File: config.mk
export PLATFORM = sky130hd
export DESIGN_NAME = ucsc_port_ctrl
export DESIGN_NICKNAME = d
export VERILOG_FILES = /design/src/inc/ucsc_pkg.sv /design/src/hw/ucsc_port_ctrl.sv /design/src/hw/ucsc_sync.sv
export VERILOG_INCLUDE_DIRS = /design/src /design/src/inc
export SDC_FILE = /design/constraint.sdc
export NUM_CORES = 1
export LEC_CHECK = 0
export BUFFER_PORTS_ARGS = -buffer_cell sky130_fd_sc_hd__clkbuf_2
export CAP_MARGIN = 20
export CORE_ASPECT_RATIO = 0.8
export CORE_UTILIZATION = 56
export CTS_BUF_LIST = sky130_fd_sc_hd__clkbuf_8
export DETAILED_ROUTE_END_ITERATION = 8
export GPL_ROUTABILITY_DRIVEN = 0
export PLACE_DENSITY_LB_ADDON = 0.08
export SYNTH_ARGS = -nofsm -noshare
export SYNTH_HDL_FRONTEND = slang
export SYNTH_SLANG_ARGS = --single-unit
File: constraint.sdc
create_clock -name clk -period 3 [get_ports clk]
set_clock_uncertainty 0.15 [all_clocks]
set_input_delay 0.6 -clock clk [delete_from_list [all_inputs] [get_ports clk]]
set_output_delay 0.6 -clock clk [all_outputs]
set_load 0.005 [all_outputs]
File: src/inc/ucsc_cfg.svh
// Constants for the charge port controller
`ifndef UCSC_CFG_SVH
`define UCSC_CFG_SVH
`define UCSC_CLK_MHZ          125
`define UCSC_MODE12_US        20
`define UCSC_MODE12_CYC       (`UCSC_MODE12_US * `UCSC_CLK_MHZ)
`define UCSC_RELEASE_US       10
`define UCSC_RELEASE_CYC      (`UCSC_RELEASE_US * `UCSC_CLK_MHZ)
`define UCSC_SYNC_MIN_CYC     42
`define UCSC_SYNC_MAX_CYC     625
`define UCSC_SYNC_LOSS_CYC    1250
`define UCSC_CC_OPEN          2'b00
`define UCSC_CC_RD            2'b01
`define UCSC_CC_RA            2'b10
`endif

File: src/inc/ucsc_pkg.sv
// Types for the charge port controller
package ucsc_pkg;
    typedef enum logic [3:0] {
        ChgDivider = 4'b0001,
        ChgMode12  = 4'b0010,
        ChgShorted = 4'b0100,
        ChgOff     = 4'b1000
    } ucsc_chg_t;
    typedef enum logic [2:0] {
        PwrShutdown = 3'b001,
        PwrStandby  = 3'b010,
        PwrActive   = 3'b100
    } ucsc_pwr_t;
endpackage : ucsc_pkg

File: src/hw/ucsc_port_ctrl.sv
// Type-C charging port control: attach, power path, charge scheme
// Operation
// - Rp on both CC; sink shows Rd
// - Attach when CC below open level
// - Tell Rd from Ra; VCONN only on Ra
// - Ra/Ra audio, Rd/Rd debug accessory
// - Sample enable once sense above lockout
// - After start, sink found turns switch on
// - VCONN to the line showing Ra
// - Only auto-detect charging state machine
// - Shorted scheme joins D+ and D-
// - Divider scheme drives 2.7 V both lines
// - 1.2-V scheme timed, then shorted
// - Auto-detect starts in divider scheme
// - Compliant device: switch off, 1.2 V, shorted
// - Shorted until data line released
// - Divider-compliant device stays in divider
// - Enable low means shutdown
// - Overvoltage or undervoltage stops converter
// - Active needs enable, sense, CC detection
// - Buck idle until Rd, then forced PWM
// - Lock switching to valid sync clock
`include "ucsc_cfg.svh"
module ucsc_port_ctrl
    import ucsc_pkg::*;
#(
    parameter int MODE12_CYC  = `UCSC_MODE12_CYC,
    parameter int RELEASE_CYC = `UCSC_RELEASE_CYC
) (
    input  wire logic       clk,
    input  wire logic       rst,
    input  wire logic       enAboveThr,
    input  wire logic       senseAboveUvlo,
    input  wire logic       inputOverVolt,
    input  wire logic [1:0] cc1Level,
    input  wire logic [1:0] cc2Level,
    input  wire logic       bc12Detected,
    input  wire logic       dataLineActive,
    input  wire logic       switching_input_a,
    output logic            rpEnable1,
    output logic            rpEnable2,
    output logic            portSwitchOn,
    output logic            vconnOn1,
    output logic            vconnOn2,
    output logic            audioAccessory,
    output logic            debugAccessory,
    output logic            attached,
    output logic            converterOn,
    output logic            bucKRun,
    output logic            forced_continuous_pwm,
    output logic            syncLocked,
    output logic            dataShort,
    output logic            dataDivider,
    output logic            dataPull12,
    output logic            activeMode
);
    localparam int CW  = $clog2(MODE12_CYC + 1);
    localparam int RW  = $clog2(RELEASE_CYC + 1);
    localparam int SW  = $clog2(`UCSC_SYNC_LOSS_CYC + 1);

    logic [6:0] rawIn;
    logic [1:0] syncIn;
    logic       syncPinQ;
    logic       syncPinPrevQ;

    ucsc_sync #(.W(7)) uInSync (
        .clk  (clk),
        .rst  (rst),
        .din  ({enAboveThr, senseAboveUvlo, inputOverVolt, cc1Level, cc2Level}),
        .dout (rawIn)
    );

    ucsc_sync #(.W(3)) uDataSync (
        .clk  (clk),
        .rst  (rst),
        .din  ({bc12Detected, dataLineActive, switching_input_a}),
        .dout ({syncIn[1], syncIn[0], syncPinQ})
    );
    wire       enS    = rawIn[6];
    wire       senseS = rawIn[5];
    wire       ovS    = rawIn[4];
    wire [1:0] cc1S   = rawIn[3:2];
    wire [1:0] cc2S   = rawIn[1:0];
    wire       bcS    = syncIn[1];
    wire       dlS    = syncIn[0];

    // Decode of CC terminations
    wire rd1     = (cc1S == `UCSC_CC_RD);
    wire rd2     = (cc2S == `UCSC_CC_RD);
    wire ra1     = (cc1S == `UCSC_CC_RA);
    wire ra2     = (cc2S == `UCSC_CC_RA);
    wire anyLow  = (cc1S != `UCSC_CC_OPEN) || (cc2S != `UCSC_CC_OPEN);
    wire audioW  = ra1 && ra2;
    wire debugW  = rd1 && rd2;
    wire sinkW   = (rd1 || rd2) && !audioW;
    wire vc1W    = rd2 && ra1;
    wire vc2W    = rd1 && ra2;

    ucsc_pwr_t pwr_q, pwr_d;
    ucsc_chg_t chg_q, chg_d;
    logic [CW-1:0] tmr_q;
    logic [RW-1:0] rel_q;
    logic [SW-1:0] per_q;
    logic [SW-1:0] lastPer_q;

    // Power mode
    wire lockout = ovS || !senseS;
    always_comb begin
        pwr_d = pwr_q;
        case (pwr_q)
            PwrShutdown: if (senseS && enS) pwr_d = PwrStandby;
            PwrStandby: begin
                if (!enS || !senseS) pwr_d = PwrShutdown;
                else if (anyLow) pwr_d = PwrActive;
            end
            PwrActive: begin
                if (!enS || !senseS) pwr_d = PwrShutdown;
                else if (!anyLow) pwr_d = PwrStandby;
            end
            default: pwr_d = PwrShutdown;
        endcase
    end

    wire activeW = (pwr_d == PwrActive);
    wire runW    = activeW && sinkW && !lockout;
    wire relDone = (rel_q == RW'(RELEASE_CYC));
    wire shortW  = (chg_d == ChgShorted) || (chg_d == ChgMode12);

    // Charge scheme auto-detect
    always_comb begin
        chg_d = chg_q;
        if (pwr_q == PwrShutdown) begin
            chg_d = ChgDivider;
        end else begin
            case (chg_q)
                ChgDivider: if (bcS) chg_d = ChgOff;
                ChgOff:     chg_d = ChgMode12;
                ChgMode12:  if (tmr_q == CW'(MODE12_CYC)) chg_d = ChgShorted;
                ChgShorted: if (relDone) chg_d = ChgDivider;
                default:    chg_d = ChgDivider;
            endcase
        end
    end

    always_ff @(posedge clk or posedge rst) begin
        if (rst) begin
            pwr_q <= PwrShutdown;
            chg_q <= ChgDivider;
        end else begin
            pwr_q <= pwr_d;
            chg_q <= chg_d;
        end
    end

    // 1.2-V scheme timer and data line release filter
    always_ff @(posedge clk or posedge rst) begin
        if (rst) begin
            tmr_q <= '0;
            rel_q <= '0;
        end else begin
            tmr_q <= (chg_q == ChgMode12) ? tmr_q + CW'(1) : '0;
            if (chg_q != ChgShorted || dlS) rel_q <= '0;
            else if (!relDone) rel_q <= rel_q + RW'(1);
        end
    end

    // Sync pin period measure; edges only seen through the synchroniser
    wire syncRise = syncPinQ && !syncPinPrevQ;
    wire perOk    = (per_q >= SW'(`UCSC_SYNC_MIN_CYC)) && (per_q <= SW'(`UCSC_SYNC_MAX_CYC));
    wire lastOk   = (lastPer_q >= SW'(`UCSC_SYNC_MIN_CYC))
                 && (lastPer_q <= SW'(`UCSC_SYNC_MAX_CYC));
    wire perLost  = (per_q == SW'(`UCSC_SYNC_LOSS_CYC));
    always_ff @(posedge clk or posedge rst) begin
        if (rst) begin
            syncPinPrevQ <= 1'b0;
            per_q        <= '0;
            lastPer_q    <= '0;
        end else begin
            syncPinPrevQ <= syncPinQ;
            if (syncRise) begin
                per_q     <= '0;
                lastPer_q <= per_q;
            end else if (!perLost) begin
                per_q <= per_q + SW'(1);
            end
        end
    end

    // Registered outputs
    always_ff @(posedge clk or posedge rst) begin
        if (rst) begin
            rpEnable1             <= 1'b0;
            rpEnable2             <= 1'b0;
            portSwitchOn          <= 1'b0;
            vconnOn1              <= 1'b0;
            vconnOn2              <= 1'b0;
            audioAccessory        <= 1'b0;
            debugAccessory        <= 1'b0;
            attached              <= 1'b0;
            converterOn           <= 1'b0;
            bucKRun               <= 1'b0;
            forced_continuous_pwm <= 1'b0;
            syncLocked            <= 1'b0;
            dataShort             <= 1'b0;
            dataDivider           <= 1'b0;
            dataPull12            <= 1'b0;
            activeMode            <= 1'b0;
        end else begin
            rpEnable1             <= (pwr_d != PwrShutdown);
            rpEnable2             <= (pwr_d != PwrShutdown);
            // Switch drops for one cycle on a compliant detect, no discharge
            portSwitchOn          <= activeW && sinkW && (chg_d != ChgOff);
            vconnOn1              <= activeW && vc1W;
            vconnOn2              <= activeW && vc2W;
            audioAccessory        <= activeW && audioW;
            debugAccessory        <= activeW && debugW;
            attached              <= activeW && anyLow;
            converterOn           <= activeW && !lockout;
            bucKRun               <= runW;
            forced_continuous_pwm <= runW;
            // Lock needs two good periods in a row, dropped if pin stalls
            syncLocked            <= runW && !perLost && (syncRise ? perOk && lastOk
                                                                   : syncLocked);
            dataShort             <= activeW && shortW;
            dataDivider           <= activeW && (chg_d == ChgDivider);
            dataPull12            <= activeW && (chg_d == ChgMode12);
            activeMode            <= activeW;
        end
    end
endmodule : ucsc_port_ctrl

File: src/hw/ucsc_sync.sv
// Two flip-flop synchroniser for a bank of comparator levels
module ucsc_sync #(
    parameter int W = 1
) (
    input  wire logic         clk,
    input  wire logic         rst,
    input  wire logic [W-1:0] din,
    output logic      [W-1:0] dout
);
    logic [W-1:0] meta_q;

    always_ff @(posedge clk or posedge rst) begin
        if (rst) begin
            meta_q <= '0;
            dout   <= '0;
        end else begin
            meta_q <= din;
            dout   <= meta_q;
        end
    end
endmodule : ucsc_sync

Word-level counts from Yosys, hierarchy flattened --
Cells that the tools add are included.
Cells by class: muxes and demuxes 17, reduce and logical (&&, ||, !) cells 38, equal/unequal tests 23, $lt $le $gt $ge 4, add/subtract/negate cells 3
Operators by type and width (count):
- 11-bit 2-to-1 mux | 4
- 1-bit logical AND | 24
- 11-bit by 1-bit adder with 11-bit output (second input constant) | 2
- 11-bit equality test (second input constant) | 2
- 11-bit by 6-bit greater-or-equal comparator with 1-bit output (second input constant) | 2
- 11-bit by 10-bit less-or-equal comparator with 1-bit output (second input constant) | 2
- 4-bit 2-to-1 mux | 4
- 4-bit one-hot mux with 4 select lines | 1
- 3-bit 2-to-1 mux | 5
- 12-bit by 1-bit adder with 12-bit output (second input constant) | 1
- 12-bit equality test (second input constant) | 1
- 12-bit 2-to-1 mux | 1
- 3-bit one-hot mux with 3 select lines | 1
- 4-bit by 1-bit equality test with 1-bit output (second input constant) | 2
- 4-bit by 2-bit equality test with 1-bit output (second input constant) | 2
- 4-bit by 3-bit equality test with 1-bit output (second input constant) | 2
- 3-bit equality test (second input constant) | 2
- 1-bit logical NOT | 6
- 1-bit logical OR | 6
- 2-bit by 1-bit equality test with 1-bit output (second input constant) | 2
- 2-bit equality test (second input constant) | 2
- 4-bit equality test (second input constant) | 1
- 4-bit by 3-bit != test with 1-bit output (second input constant) | 1
- 4-bit != test (second input constant) | 1
- other kinds (7) | 8
Word-level totals: output and inout port bits 16, input port bits 12, bits in registers 87

Depth between registers and ports, before layout --
Gate-level depths: netlist of run 1.
depth after elaboration 10, mapped depth 6, depth with buffers taken out 6

By module --
From an unflattened synthesis of run 1, not the netlist that was laid out.
Second synthesis, totals: cells, all modules 321, area total of the unflattened synthesis 3629.7 um2
Modules (own cells, without submodules):
- ucsc_port_ctrl | cells an instance 299, area an instance 3121.7 um2, instances 1
- ucsc_sync (uInSync) | cells an instance 15, area an instance 354.1 um2, instances 1
- ucsc_sync (uDataSync) | cells an instance 7, area an instance 153.9 um2, instances 1

Worst setup path before layout of run 1 --
No wires, ideal clock.
path type reg2reg, start point register per_q[0], end point register per_q[1], slack 1016 ps, buffers on the path 0, arrival time 1761 ps, period minus slack after synthesis 1984 ps, required time 2778 ps, cell stages (with the launch flop) 7, library setup time 72 ps, cells stage by stage dfrtp_1 inv_1 ha_1 or4b_4 nor3_4 mux2_1 nor2_1
Between the ends: longest elaborated chain between the ends 3
RTL lines:
- from (decl) | RTL line ucsc_port_ctrl.sv:103 | logic [SW-1:0] per_q;
- from (signal assigned) | RTL line ucsc_port_ctrl.sv:184 | per_q <= per_q + SW'(1);
- 11-bit by 1-bit adder with 11-bit output | RTL line ucsc_port_ctrl.sv:184
- 11-bit 2-to-1 mux | RTL line ucsc_port_ctrl.sv:183 | end else if (!perLost) begin
- 11-bit 2-to-1 mux | RTL line ucsc_port_ctrl.sv:180 | if (syncRise) begin
Several ways; a longest one is shown, not always the timed one. The select of a mux whose other input is x is not followed. A chain may end at the register's enable or synchronous reset.

Worst setup path in the final report of run 1 --
Same ends and word-level chain as after synthesis.

==> flow_metrics.env, run 1 <==
export IMPL_globalRouteOverflowTotal=0
export IMPL_finalNonFillerCells=437
export IMPL_critPathKind="register to register"
export IMPL_antenna_found_initial=0
export IMPL_drc=0
export IMPL_nFillCells=480
export IMPL_start_kind="register"
export IMPL_cts_root_buf="clkbuf_8"
export IMPL_cts_resized_gates=0
export IMPL_die_h_microns=74.26
export IMPL_yosysTopAreaCell="dfrtp_1"
export IMPL_row_count=25
export IMPL_path_cells="inv_1 > ha_1 > or4b_4 > nor3_4 > mux2_1 > nor2_1"
export IMPL_hp_class="input pin to async pin"
export IMPL_utilization_pct=66.50
export IMPL_path_max_fanout=6
export IMPL_start_util_pct=59.92
export IMPL_fmax_ghz=0.4642
export IMPL_muxShareOfSynthArea_pct=3.389
export IMPL_synthesis_instances=324
export IMPL_syn_nets=343
export IMPL_cap_violations=0
export IMPL_grt_max_degree=42
export IMPL_clk_path_buf_depth=2
export IMPL_post_cts_buffers=0
export IMPL_synth_xor_area_share_pct=6.710
export IMPL_cts_sinks=86
export IMPL_io_pins=28
export IMPL_nNetsFinal=370
export IMPL_synth_edf_count=0
export IMPL_drtIter0Drc=130
export IMPL_worstMarginPinSlew_ns=0.5335
export IMPL_vias=2384
export IMPL_hold_slack_ns=0.01793
export IMPL_synth_top_family_by_area="simple AND/OR/NAND/NOR gates"
export IMPL_clk_latency_ns=0.35
export IMPL_die_area_sq_mm=0.006855
export IMPL_htreeDepth=3
export IMPL_drtAntennaViolNets=0
export IMPL_place_ws_ns=0.8504
export IMPL_critPathTopFamily="simple AND/OR/NAND/NOR gates"
export IMPL_crit_arrival_ns=2.29
export IMPL_power_per_cell_area_mw_per_mm2=559.3
export IMPL_slew_viol_final=0
export IMPL_finalSetupTns_ns=0
export IMPL_multi_input_area_sq_mm=0.001361
export IMPL_synth_area_leaders="dfrtp_1 (58%), xnor2_1 (4.8%), nor2_1 (4.5%)"
export IMPL_crit_buf_inv=1
export IMPL_synth_most_common_cell="dfrtp_1"
export IMPL_netlist_top_cells_count="dfrtp_1 (84), nor2_1 (44), xnor2_1 (20)"
export IMPL_port_buffers=27
export IMPL_yosysTopAreaCellShare_pct=57.51
export IMPL_clk_pin_slew_ns=0.08
export IMPL_end_kind="register"
export IMPL_fin_crit_sh_pct=71.81
export IMPL_ys_ff_latch=86
export IMPL_die_x_microns=92.32
export IMPL_vdd_drop_max_uv=405.8
export IMPL_layout_setup_ws_ns=0.8457
export IMPL_wirelength_microns=6371
export IMPL_power_leakage_nw=1.797
export IMPL_rsz0062_at_grt="no"
export IMPL_regArea_sq_mm=0.002155
export IMPL_viasPerCell=5.455
export IMPL_place_area_sq_mm=0.003856
export IMPL_ys_seq_area_share_pct=58.95
export IMPL_place_inst=421
export IMPL_final_cell_area_sq_mm=0.004056
export IMPL_fin_crit_ns=2.154
export IMPL_grt_pass1_vias=2250
export IMPL_layout_drive_gt1_share_pct=16.85
export IMPL_rr_worst_depth=6
export IMPL_final_setup_viol_count=0
export IMPL_numCtsBuffers=9
export IMPL_core_area_sq_mm=0.006100
export IMPL_status="finished, final reports clean"
export IMPL_cts_tree="yes"
export IMPL_synthToLayoutAreaGrowth_pct=10.99
export IMPL_power_mw=2.269
export IMPL_synth_area_per_cell_sq_um=11.28
export IMPL_path_depth=6
export IMPL_drt_pre_antenna_iters=4
export IMPL_hold_viol=0
export IMPL_slowest_delay_ns=0.49
export IMPL_ys_flop_type="dfrtp_1"
export IMPL_yosysWarnings=0
export IMPL_cp_required_ns=3.13
export IMPL_hpwl_microns=4642
export IMPL_mappedNetlistArea_sq_mm=0.003655
export IMPL_synth_compound_area_share_pct=5.033
export IMPL_slowest_stage="or4b_4"
export IMPL_hold_buffers=0
export IMPL_grt_pass1_wl_microns=10730
export IMPL_wl_per_cell_microns=14.58
export IMPL_synthArstFlopShare_pct=100.0
export IMPL_synthDistinctLibCells=49
export IMPL_synth_simple_area_share_pct=19.72
export IMPL_synth_fa_ha_area_share_pct=2.396
export IMPL_track_usage_pct=21.17
export IMPL_maxSlewHeadroom_pct=64.44
export IMPL_diodes=0
-- cell type report --
type / instances / area share (%)
Sequential cell: 86 / 53.12
Multi-Input combinational cell: 206 / 33.56
Timing Repair Buffer: 30 / 4.195
Clock buffer: 10 / 3.393
Tap cell: 81 / 2.498
Inverter: 18 / 1.696
Clock inverter: 6 / 1.542
-- worst register-to-register path, delay by kind of cell (launching register included) --
family,cells,cell delay [ns]
AND/OR/NAND/NOR,3,0.87
flip-flops,1,0.44
buffers and inverters,1,0.11
adder cells (fa/ha/maj),1,0.16
multiplexers,1,0.35
-- state kept, by name, indices dropped and copies added, names as in the netlist, 4 cells and up --
register	cells
lastPer_q	10
tmr_q	12
uInSync.dout	7
per_q	11
uInSync.meta_q	7
rel_q	11
chg_q	4
-- placed cells by master (no fill, tap or decap), types with 2 or more instances in the layout --
cell | Yosys | layout
dfrtp_1 | 84 | 84
nor2_1 | 44 | 44
clkbuf_2 | 0 | 27
xnor2_1 | 20 | 20
inv_1 | 15 | 16
nand3_1 | 13 | 13
nand2_1 | 12 | 12
clkbuf_8 | 0 | 10
nor4_1 | 9 | 9
xor2_1 | 8 | 8
o21ai_0 | 8 | 8
nand4_1 | 8 | 8
nor3_1 | 7 | 7
ha_1 | 7 | 7
mux2_2 | 6 | 6
a21oi_1 | 6 | 6
nor2b_1 | 5 | 5
mux2_1 | 5 | 5
and3_1 | 5 | 5
nand2b_1 | 5 | 5
or4b_1 | 4 | 4
nor3b_1 | 3 | 3
and2_1 | 3 | 3
inv_2 | 3 | 3
or3_1 | 3 | 3
nand4b_1 | 2 | 2
o211ai_1 | 2 | 2
nor3_4 | 2 | 2
nand3b_1 | 2 | 2
dfstp_2 | 2 | 2
buf_4 | 2 | 2
-- metal layers --
layer  global-route usage (%)  vias up  share of wire (%)
li1                         -     1156                  -
met1                    30.32     1176                 49
met2                    31.36       45                 45
met3                    5.930        7                4.6
met4                    7.813        0                1.4
met5                        0        -                  0
-- cells by family (layout without fill, tap and decap cells) --
logic type      Yosys count  after routing
buf+inv                  32             64
simple gates            132            132
flops                    86             86
mux                      11             11
xor+xnor                 28             28
compound gates           28             28
fa+ha+maj                 7              7
-- path summary, 6_finish.rpt --
| path | start | endpoint | slack [ns] |
|---|---|---|---|
| min in group clk | switching_input_a | uDataSync.meta_q[0]$_DFF_PP0_ | 0.20 |
| worst min-delay path | rst | syncPinPrevQ$_DFF_PP0_ | 0.02 |
| worst min register to register | uInSync.meta_q[6]$_DFF_PP0_ | uInSync.dout[6]$_DFF_PP0_ | 0.20 |
| max in group asynchronous | rst | rel_q[9]$_DFFE_PP0P_ | 2.01 |
| worst max-delay path | per_q[0]$_DFFE_PP0P_ | per_q[1]$_DFFE_PP0P_ | 0.85 |
| worst max register to register | per_q[0]$_DFFE_PP0P_ | per_q[1]$_DFFE_PP0P_ | 0.85 |
-- report_power, final --
part	switching, mW	internal (mW)
Sequential	0.0734	1.22
Combinational	0.0929	0.0841
Clock	0.394	0.406
Total	0.560	1.71
Note: power is estimated with default switching activity, not from simulation.
==> inputs of run 2 (changes only) <==
Clock period 3 ns to 1.9 ns, I/O delays scaled along.
==> run 2 against run 1 <==
First-iteration DRC count grew 26%. Non-clock buffer count is 31 higher. Sequential power rose by 55%. Hold slack better by 0.18 ns. Utilization up 5.1 points. Register-to-register slack got worse by 0.80 ns. Fmax is 16% higher. Critical path depth unchanged.
==> flow_metrics.env, run 2 (synthesized netlist as in run 1, its figures left out) <==
export IMPL_fin_crit_ns=1.850
export IMPL_hold_viol=0
export IMPL_final_cell_mix="dfrtp_1 (84), nor2_1 (44), clkbuf_2 (27)"
export IMPL_numCtsBuffers=9
export IMPL_min_to="uDataSync.dout[0]$_DFF_PP0_"
export IMPL_hpwl_microns=4431
export IMPL_p_int_mw=2.770
export IMPL_die_area_sq_mm=0.006855
export IMPL_rr_worst_depth=6
export IMPL_power_switching_share_pct=26.55
export IMPL_port_buffers=27
export IMPL_die_h_microns=74.26
export IMPL_grt_pass1_wl_microns=11340
export IMPL_diodes=0
export IMPL_multi_input_area_sq_mm=0.001401
export IMPL_grt_max_degree=30
export IMPL_die_x_microns=92.32
export IMPL_timing_rr_start="per_q[0]$_DFFE_PP0P_"
export IMPL_r2r_end="per_q[1]$_DFFE_PP0P_"
export IMPL_hp_class="register to register"
export IMPL_clk_pin_slew_ns=0.10
export IMPL_p_seq_share_pct=53.0
export IMPL_row_count=25
export IMPL_clkPwrFrac_pct=36.0
export IMPL_globalRouteOverflowTotal=0
export IMPL_regMostFlops="tmr_q"
export IMPL_grt_pass1_vias=2382
export IMPL_final_setup_viol_count=0
export IMPL_htreeDepth=3
export IMPL_drtIter0Drc=164
export IMPL_wirelength_microns=6501
export IMPL_slew_viol_final=0
export IMPL_power_per_cell_area_mw_per_mm2=863.6
export IMPL_clk_path_buf_depth=2
export IMPL_power_mw=3.772
export IMPL_status="finished, final reports clean"
export IMPL_drt_pre_antenna_iters=5
export IMPL_core_area_sq_mm=0.006100
export IMPL_fin_crit_sh_pct=97.35
export IMPL_regArea_sq_mm=0.002155
export IMPL_min_path_cells=0
export IMPL_layout_commonest_cell="dfrtp_1"
export IMPL_nNetsFinal=401
export IMPL_path_cells="inv_2 > ha_4 > or4b_4 > nor3_4 > mux2_4 > nor2_1"
export IMPL_rsz0062_at_grt="yes"
export IMPL_power_leakage_nw=1.950
export IMPL_antenna_found_initial=0
export IMPL_slowest_delay_ns=0.48
export IMPL_crit_arrival_ns=1.99
export IMPL_maxSlewHeadroom_pct=69.27
export IMPL_p_comb_share_pct=11.1
export IMPL_io_pins=28
export IMPL_wl_per_cell_microns=13.89
export IMPL_clk_latency_ns=0.36
export IMPL_end_kind="register"
export IMPL_critPathKind="register to register"
export IMPL_path_max_fanout=2
export IMPL_drtAntennaViolNets=0
export IMPL_min_from="uDataSync.meta_q[0]$_DFF_PP0_"
export IMPL_worstMarginPinSlew_ns=0.4599
export IMPL_layout_drive_gt1_share_pct=23.00
export IMPL_cap_violations=0
export IMPL_start_kind="register"
export IMPL_fmax_ghz=0.5406
export IMPL_vdd_drop_max_uv=641.0
export IMPL_viasPerCell=5.246
export IMPL_utilization_pct=71.61
export IMPL_hold_slack_ns=0.1984
export IMPL_cp_required_ns=2.04
export IMPL_reg2reg_setup_slack_ns=0.05
export IMPL_cts_sinks=86
export IMPL_drc=0
export IMPL_p_switching_mw=1.002
export IMPL_cts_tree="yes"
export IMPL_start_util_pct=59.92
export IMPL_finalSetupTns_ns=0
export IMPL_cts_root_buf="clkbuf_8"
export IMPL_track_usage_pct=21.92
export IMPL_vias=2455
export IMPL_reg_top3="tmr_q (12), per_q (11), rel_q (11)"
export IMPL_slowest_stage="or4b_4"
export IMPL_nFillCells=434
export IMPL_largest_reg_flops=12
export IMPL_synthToLayoutAreaGrowth_pct=19.51
[run 2: cell count changes in the layout (fill, tap and decap cells not counted), sizes merged]
cell / delta
buf: +20
clkinv: -1
clkbuf: -1
inv: +2
dlygate4sd3: +11
[run 2: metal layers]
| metal | vias up | share of wire, % | global-route usage, % |
|---|---|---|---|
| met3 | 5 | 3.6 | 6.237 |
| met1 | 1189 | 50 | 29.89 |
| met2 | 41 | 46 | 34.49 |
| li1 | 1220 | - | - |
| met4 | 0 | 0.83 | 7.292 |
| met5 | - | 0 | 0 |
[run 2: layout make-up]
class,instances,share of cell area (%)
clock buffers,9,2.836
clock inverters,7,1.948
flip-flops and latches,86,49.33
well taps,81,2.320
inverters,18,1.633
repair buffers,61,9.854
multi-input cells,206,32.08
[run 2: critical path: cells and delay by family, from the launching register on]
| kind | cells | cell delay (ns) |
|---|---|---|
| fa+ha+maj | 1 | 0.12 |
| flops | 1 | 0.40 |
| simple gates | 3 | 0.73 |
| buf+inv | 1 | 0.08 |
| mux | 1 | 0.32 |
[run 2: worst max path at each step]
stage | endpoint | cells past startpoint | slack [ns] | from
2_1_floorplan | per_q[1]$_DFFE_PP0P_ | 6 | 0.002 | per_q[0]$_DFFE_PP0P_
3_3_place_gp | per_q[1]$_DFFE_PP0P_ | 6 | 0.02 | per_q[0]$_DFFE_PP0P_
3_5_place_dp | per_q[1]$_DFFE_PP0P_ | 6 | -0.02 | per_q[0]$_DFFE_PP0P_
4_1_cts | syncLocked$_DFF_PP0_ | 7 | -0.005 | per_q[0]$_DFFE_PP0P_
5_1_grt | syncLocked$_DFF_PP0_ | 7 | -0.04 | per_q[0]$_DFFE_PP0P_
6_report | per_q[1]$_DFFE_PP0P_ | 6 | 0.05 | per_q[0]$_DFFE_PP0P_
[run 2: through the flow]
step                area (sq um)  setup WS, ns  cells
floorplan                   3659      0.002232    324
global placement            3986       0.01798    438
detailed placement          3986      -0.01549    438
CTS                         4349     -0.004814    468
global route                4368      -0.04068    468
finish                      4368       0.05033    468
[run 2: power groups by stage]
| stage | combinational, mW | clock, mW | sequential (mW) |
|---|---|---|---|
| 5_1_grt | 0.468 | 1.46 | 2.01 |
| 4_1_cts | 0.417 | 1.39 | 2.00 |
| 2_1_floorplan | 0.266 | 0 | 2.01 |
| 3_5_place_dp | 0.370 | 0 | 2.03 |
| 6_report | 0.417 | 1.36 | 2.00 |
| 3_3_place_gp | 0.365 | 0 | 2.02 |
[run 2: what timing repair did]
item                                    CTS  global route
hold buffers                             11             0
endpoints found under the setup margin    1             8
setup buffers                             3             0
pin swaps                                 3             2
gates resized for setup                   4             4
endpoints found under the hold margin    27             0
cloned                                    0             0
==> inputs of run 3 (changes only) <==
Settings changed: CORE_ASPECT_RATIO 0.8 to 1.25.
==> run 3 against run 2 <==
The flow now finishes with violations (setup timing). Utilization is 2.1 points lower. Sequential cell count is the same. Combinational power shrank 7.0%. Register-to-register slack got worse by 0.09 ns. Critical path type unchanged. Routed wire length is 1.5% lower. Non-clock buffer count shrank 3. Sequential power is essentially flat. Worst setup slack worse by 0.086 ns. Die area is the same. Largest power group unchanged.
==> flow_metrics.env, run 3 (synthesized netlist as in run 1, its figures left out) <==
export IMPL_status="complete, but fails checks"
export IMPL_violations="setup timing"
export IMPL_layout_drive_gt1_share_pct=22.92
export IMPL_layout_setup_ws_ns=-0.03537
export IMPL_fin_crit_sh_pct=101.9
export IMPL_wl_per_cell_microns=13.66
export IMPL_grt_pass1_wl_microns=11100
export IMPL_critPathKind="register to register"
export IMPL_utilization_pct=69.53
export IMPL_viasPerCell=5.237
export IMPL_die_x_microns=74.26
export IMPL_end_kind="register"
export IMPL_path_max_fanout=3
export IMPL_finalNonFillerCells=469
export IMPL_nNetsFinal=398
export IMPL_track_usage_pct=21.94
export IMPL_port_buffers=27
export IMPL_largest_reg_flops=12
export IMPL_drtIter0Drc=98
export IMPL_reg_top3="tmr_q (12), per_q (11), rel_q (11)"
export IMPL_power_mw=3.652
export IMPL_final_cell_mix="dfrtp_1 (84), nor2_1 (44), clkbuf_2 (27)"
export IMPL_start_kind="register"
export IMPL_worstSetupStartpoint="per_q[0]$_DFFE_PP0P_"
export IMPL_fin_crit_ns=1.935
export IMPL_die_h_microns=92.32
export IMPL_maxSlewHeadroom_pct=73.78
export IMPL_p_seq_share_pct=55.1
export IMPL_layout_commonest_cell="dfrtp_1"
export IMPL_grt_max_degree=35
export IMPL_final_setup_viol_count=1
export IMPL_globalRouteOverflowTotal=0
export IMPL_vias=2456
export IMPL_hp_class="register to register"
export IMPL_drc=0
export IMPL_p_switching_mw=1.010
export IMPL_clkPwrFrac_pct=34.2
export IMPL_cts_tree="yes"
export IMPL_grt_pass1_vias=2398
export IMPL_clk_latency_ns=0.36
export IMPL_min_from="uInSync.meta_q[4]$_DFF_PP0_"
export IMPL_clk_pin_slew_ns=0.10
export IMPL_start_util_pct=58.51
export IMPL_place_inst=440
export IMPL_cts_sinks=86
export IMPL_power_switching_share_pct=27.65
export IMPL_power_per_cell_area_mw_per_mm2=840.9
export IMPL_drt_pre_antenna_iters=4
export IMPL_wirelength_microns=6406
export IMPL_io_pins=28
export IMPL_drtAntennaViolNets=0
export IMPL_cts_root_buf="clkbuf_8"
export IMPL_worstMarginPinSlew_ns=0.3897
export IMPL_place_ws_ns=-0.007405
export IMPL_htreeDepth=3
export IMPL_regMostFlops="tmr_q"
export IMPL_power_leakage_nw=1.930
export IMPL_cp_required_ns=2.05
export IMPL_hpwl_microns=4408
export IMPL_rsz0062_at_grt="yes"
export IMPL_cap_violations=0
export IMPL_row_count=32
export IMPL_antenna_found_initial=0
export IMPL_diodes=0
export IMPL_p_int_mw=2.642
export IMPL_fmax_ghz=0.5167
export IMPL_crit_arrival_ns=2.09
export IMPL_synthToLayoutAreaGrowth_pct=18.83
export IMPL_core_area_sq_mm=0.006246
export IMPL_p_comb_share_pct=10.6
export IMPL_clk_path_buf_depth=2
export IMPL_die_area_sq_mm=0.006855
export IMPL_timing_rr_start="per_q[0]$_DFFE_PP0P_"
export IMPL_hold_slack_ns=0.2044
export IMPL_hold_viol=0
export IMPL_vdd_drop_max_uv=618.5
export IMPL_slew_viol_final=0
export IMPL_numCtsBuffers=9
-- run 3: critical path, cell delays in order (launching register included) --
cell     delay (ns)
dfrtp_1        0.41
inv_2          0.07
ha_1           0.15
or4b_4         0.49
nor3_4         0.20
mux2_4         0.33
nor2_1         0.08
-- run 3: power by group through the flow --
stage | registers, mW | clock network (mW) | logic, mW
global placement | 2.04 | 0 | 0.338
CTS | 2.01 | 1.30 | 0.378
finish | 2.01 | 1.25 | 0.388
global route | 2.03 | 1.37 | 0.442
floorplan | 2.01 | 0 | 0.266
detailed placement | 2.04 | 0 | 0.347
-- run 3: what timing repair did --
item                                   in CTS  in global routing
endpoints found under the hold margin      24                  0
hold buffers                               11                  0
pin swaps                                   0                  1
buffers inserted                            0                  2
resized for setup                           2                  7
setup endpoints to repair                   2                 10
-- run 3: layout make-up --
type / count / area, sq um
Fill cell: 500 / 1903
Clock inverter: 7 / 75.07
Tap cell: 85 / 106.4
Timing Repair Buffer: 58 / 407.9
Clock buffer: 9 / 123.9
Inverter: 18 / 71.32
Sequential cell: 86 / 2155
Multi-Input combinational cell: 206 / 1404
-- run 3: final timing paths --
path / slack, ns / end / cells past startpoint
max in group asynchronous: 0.57 / per_q[8]$_DFFE_PP0P_ / 4
max: -0.04 / per_q[1]$_DFFE_PP0P_ / 6
max reg2reg: -0.04 / per_q[1]$_DFFE_PP0P_ / 6
min reg2reg: 0.20 / uInSync.dout[4]$_DFF_PP0_ / 0
min: 0.20 / uInSync.dout[4]$_DFF_PP0_ / 0
min in group asynchronous: 0.40 / uInSync.dout[1]$_DFF_PP0_ / 3
-- run 3: routing by layer --
metal  vias to the layer above  GRT usage (%)  wire length, microns
met5                         -              0                     0
met4                         0          8.962                   114
met3                        10          6.529                   146
met2                        24          33.33                  3208
li1                       1212              -                     -
met1                      1210          29.41                  2936
-- run 3: through the flow --
step                instance area, sq um  setup TNS (ns)
global placement                    3976               0
global route                        4343         -0.2097
CTS                                 4290        -0.02439
floorplan                           3659               0
detailed placement                  3976       -0.007405
finish                              4343        -0.03537
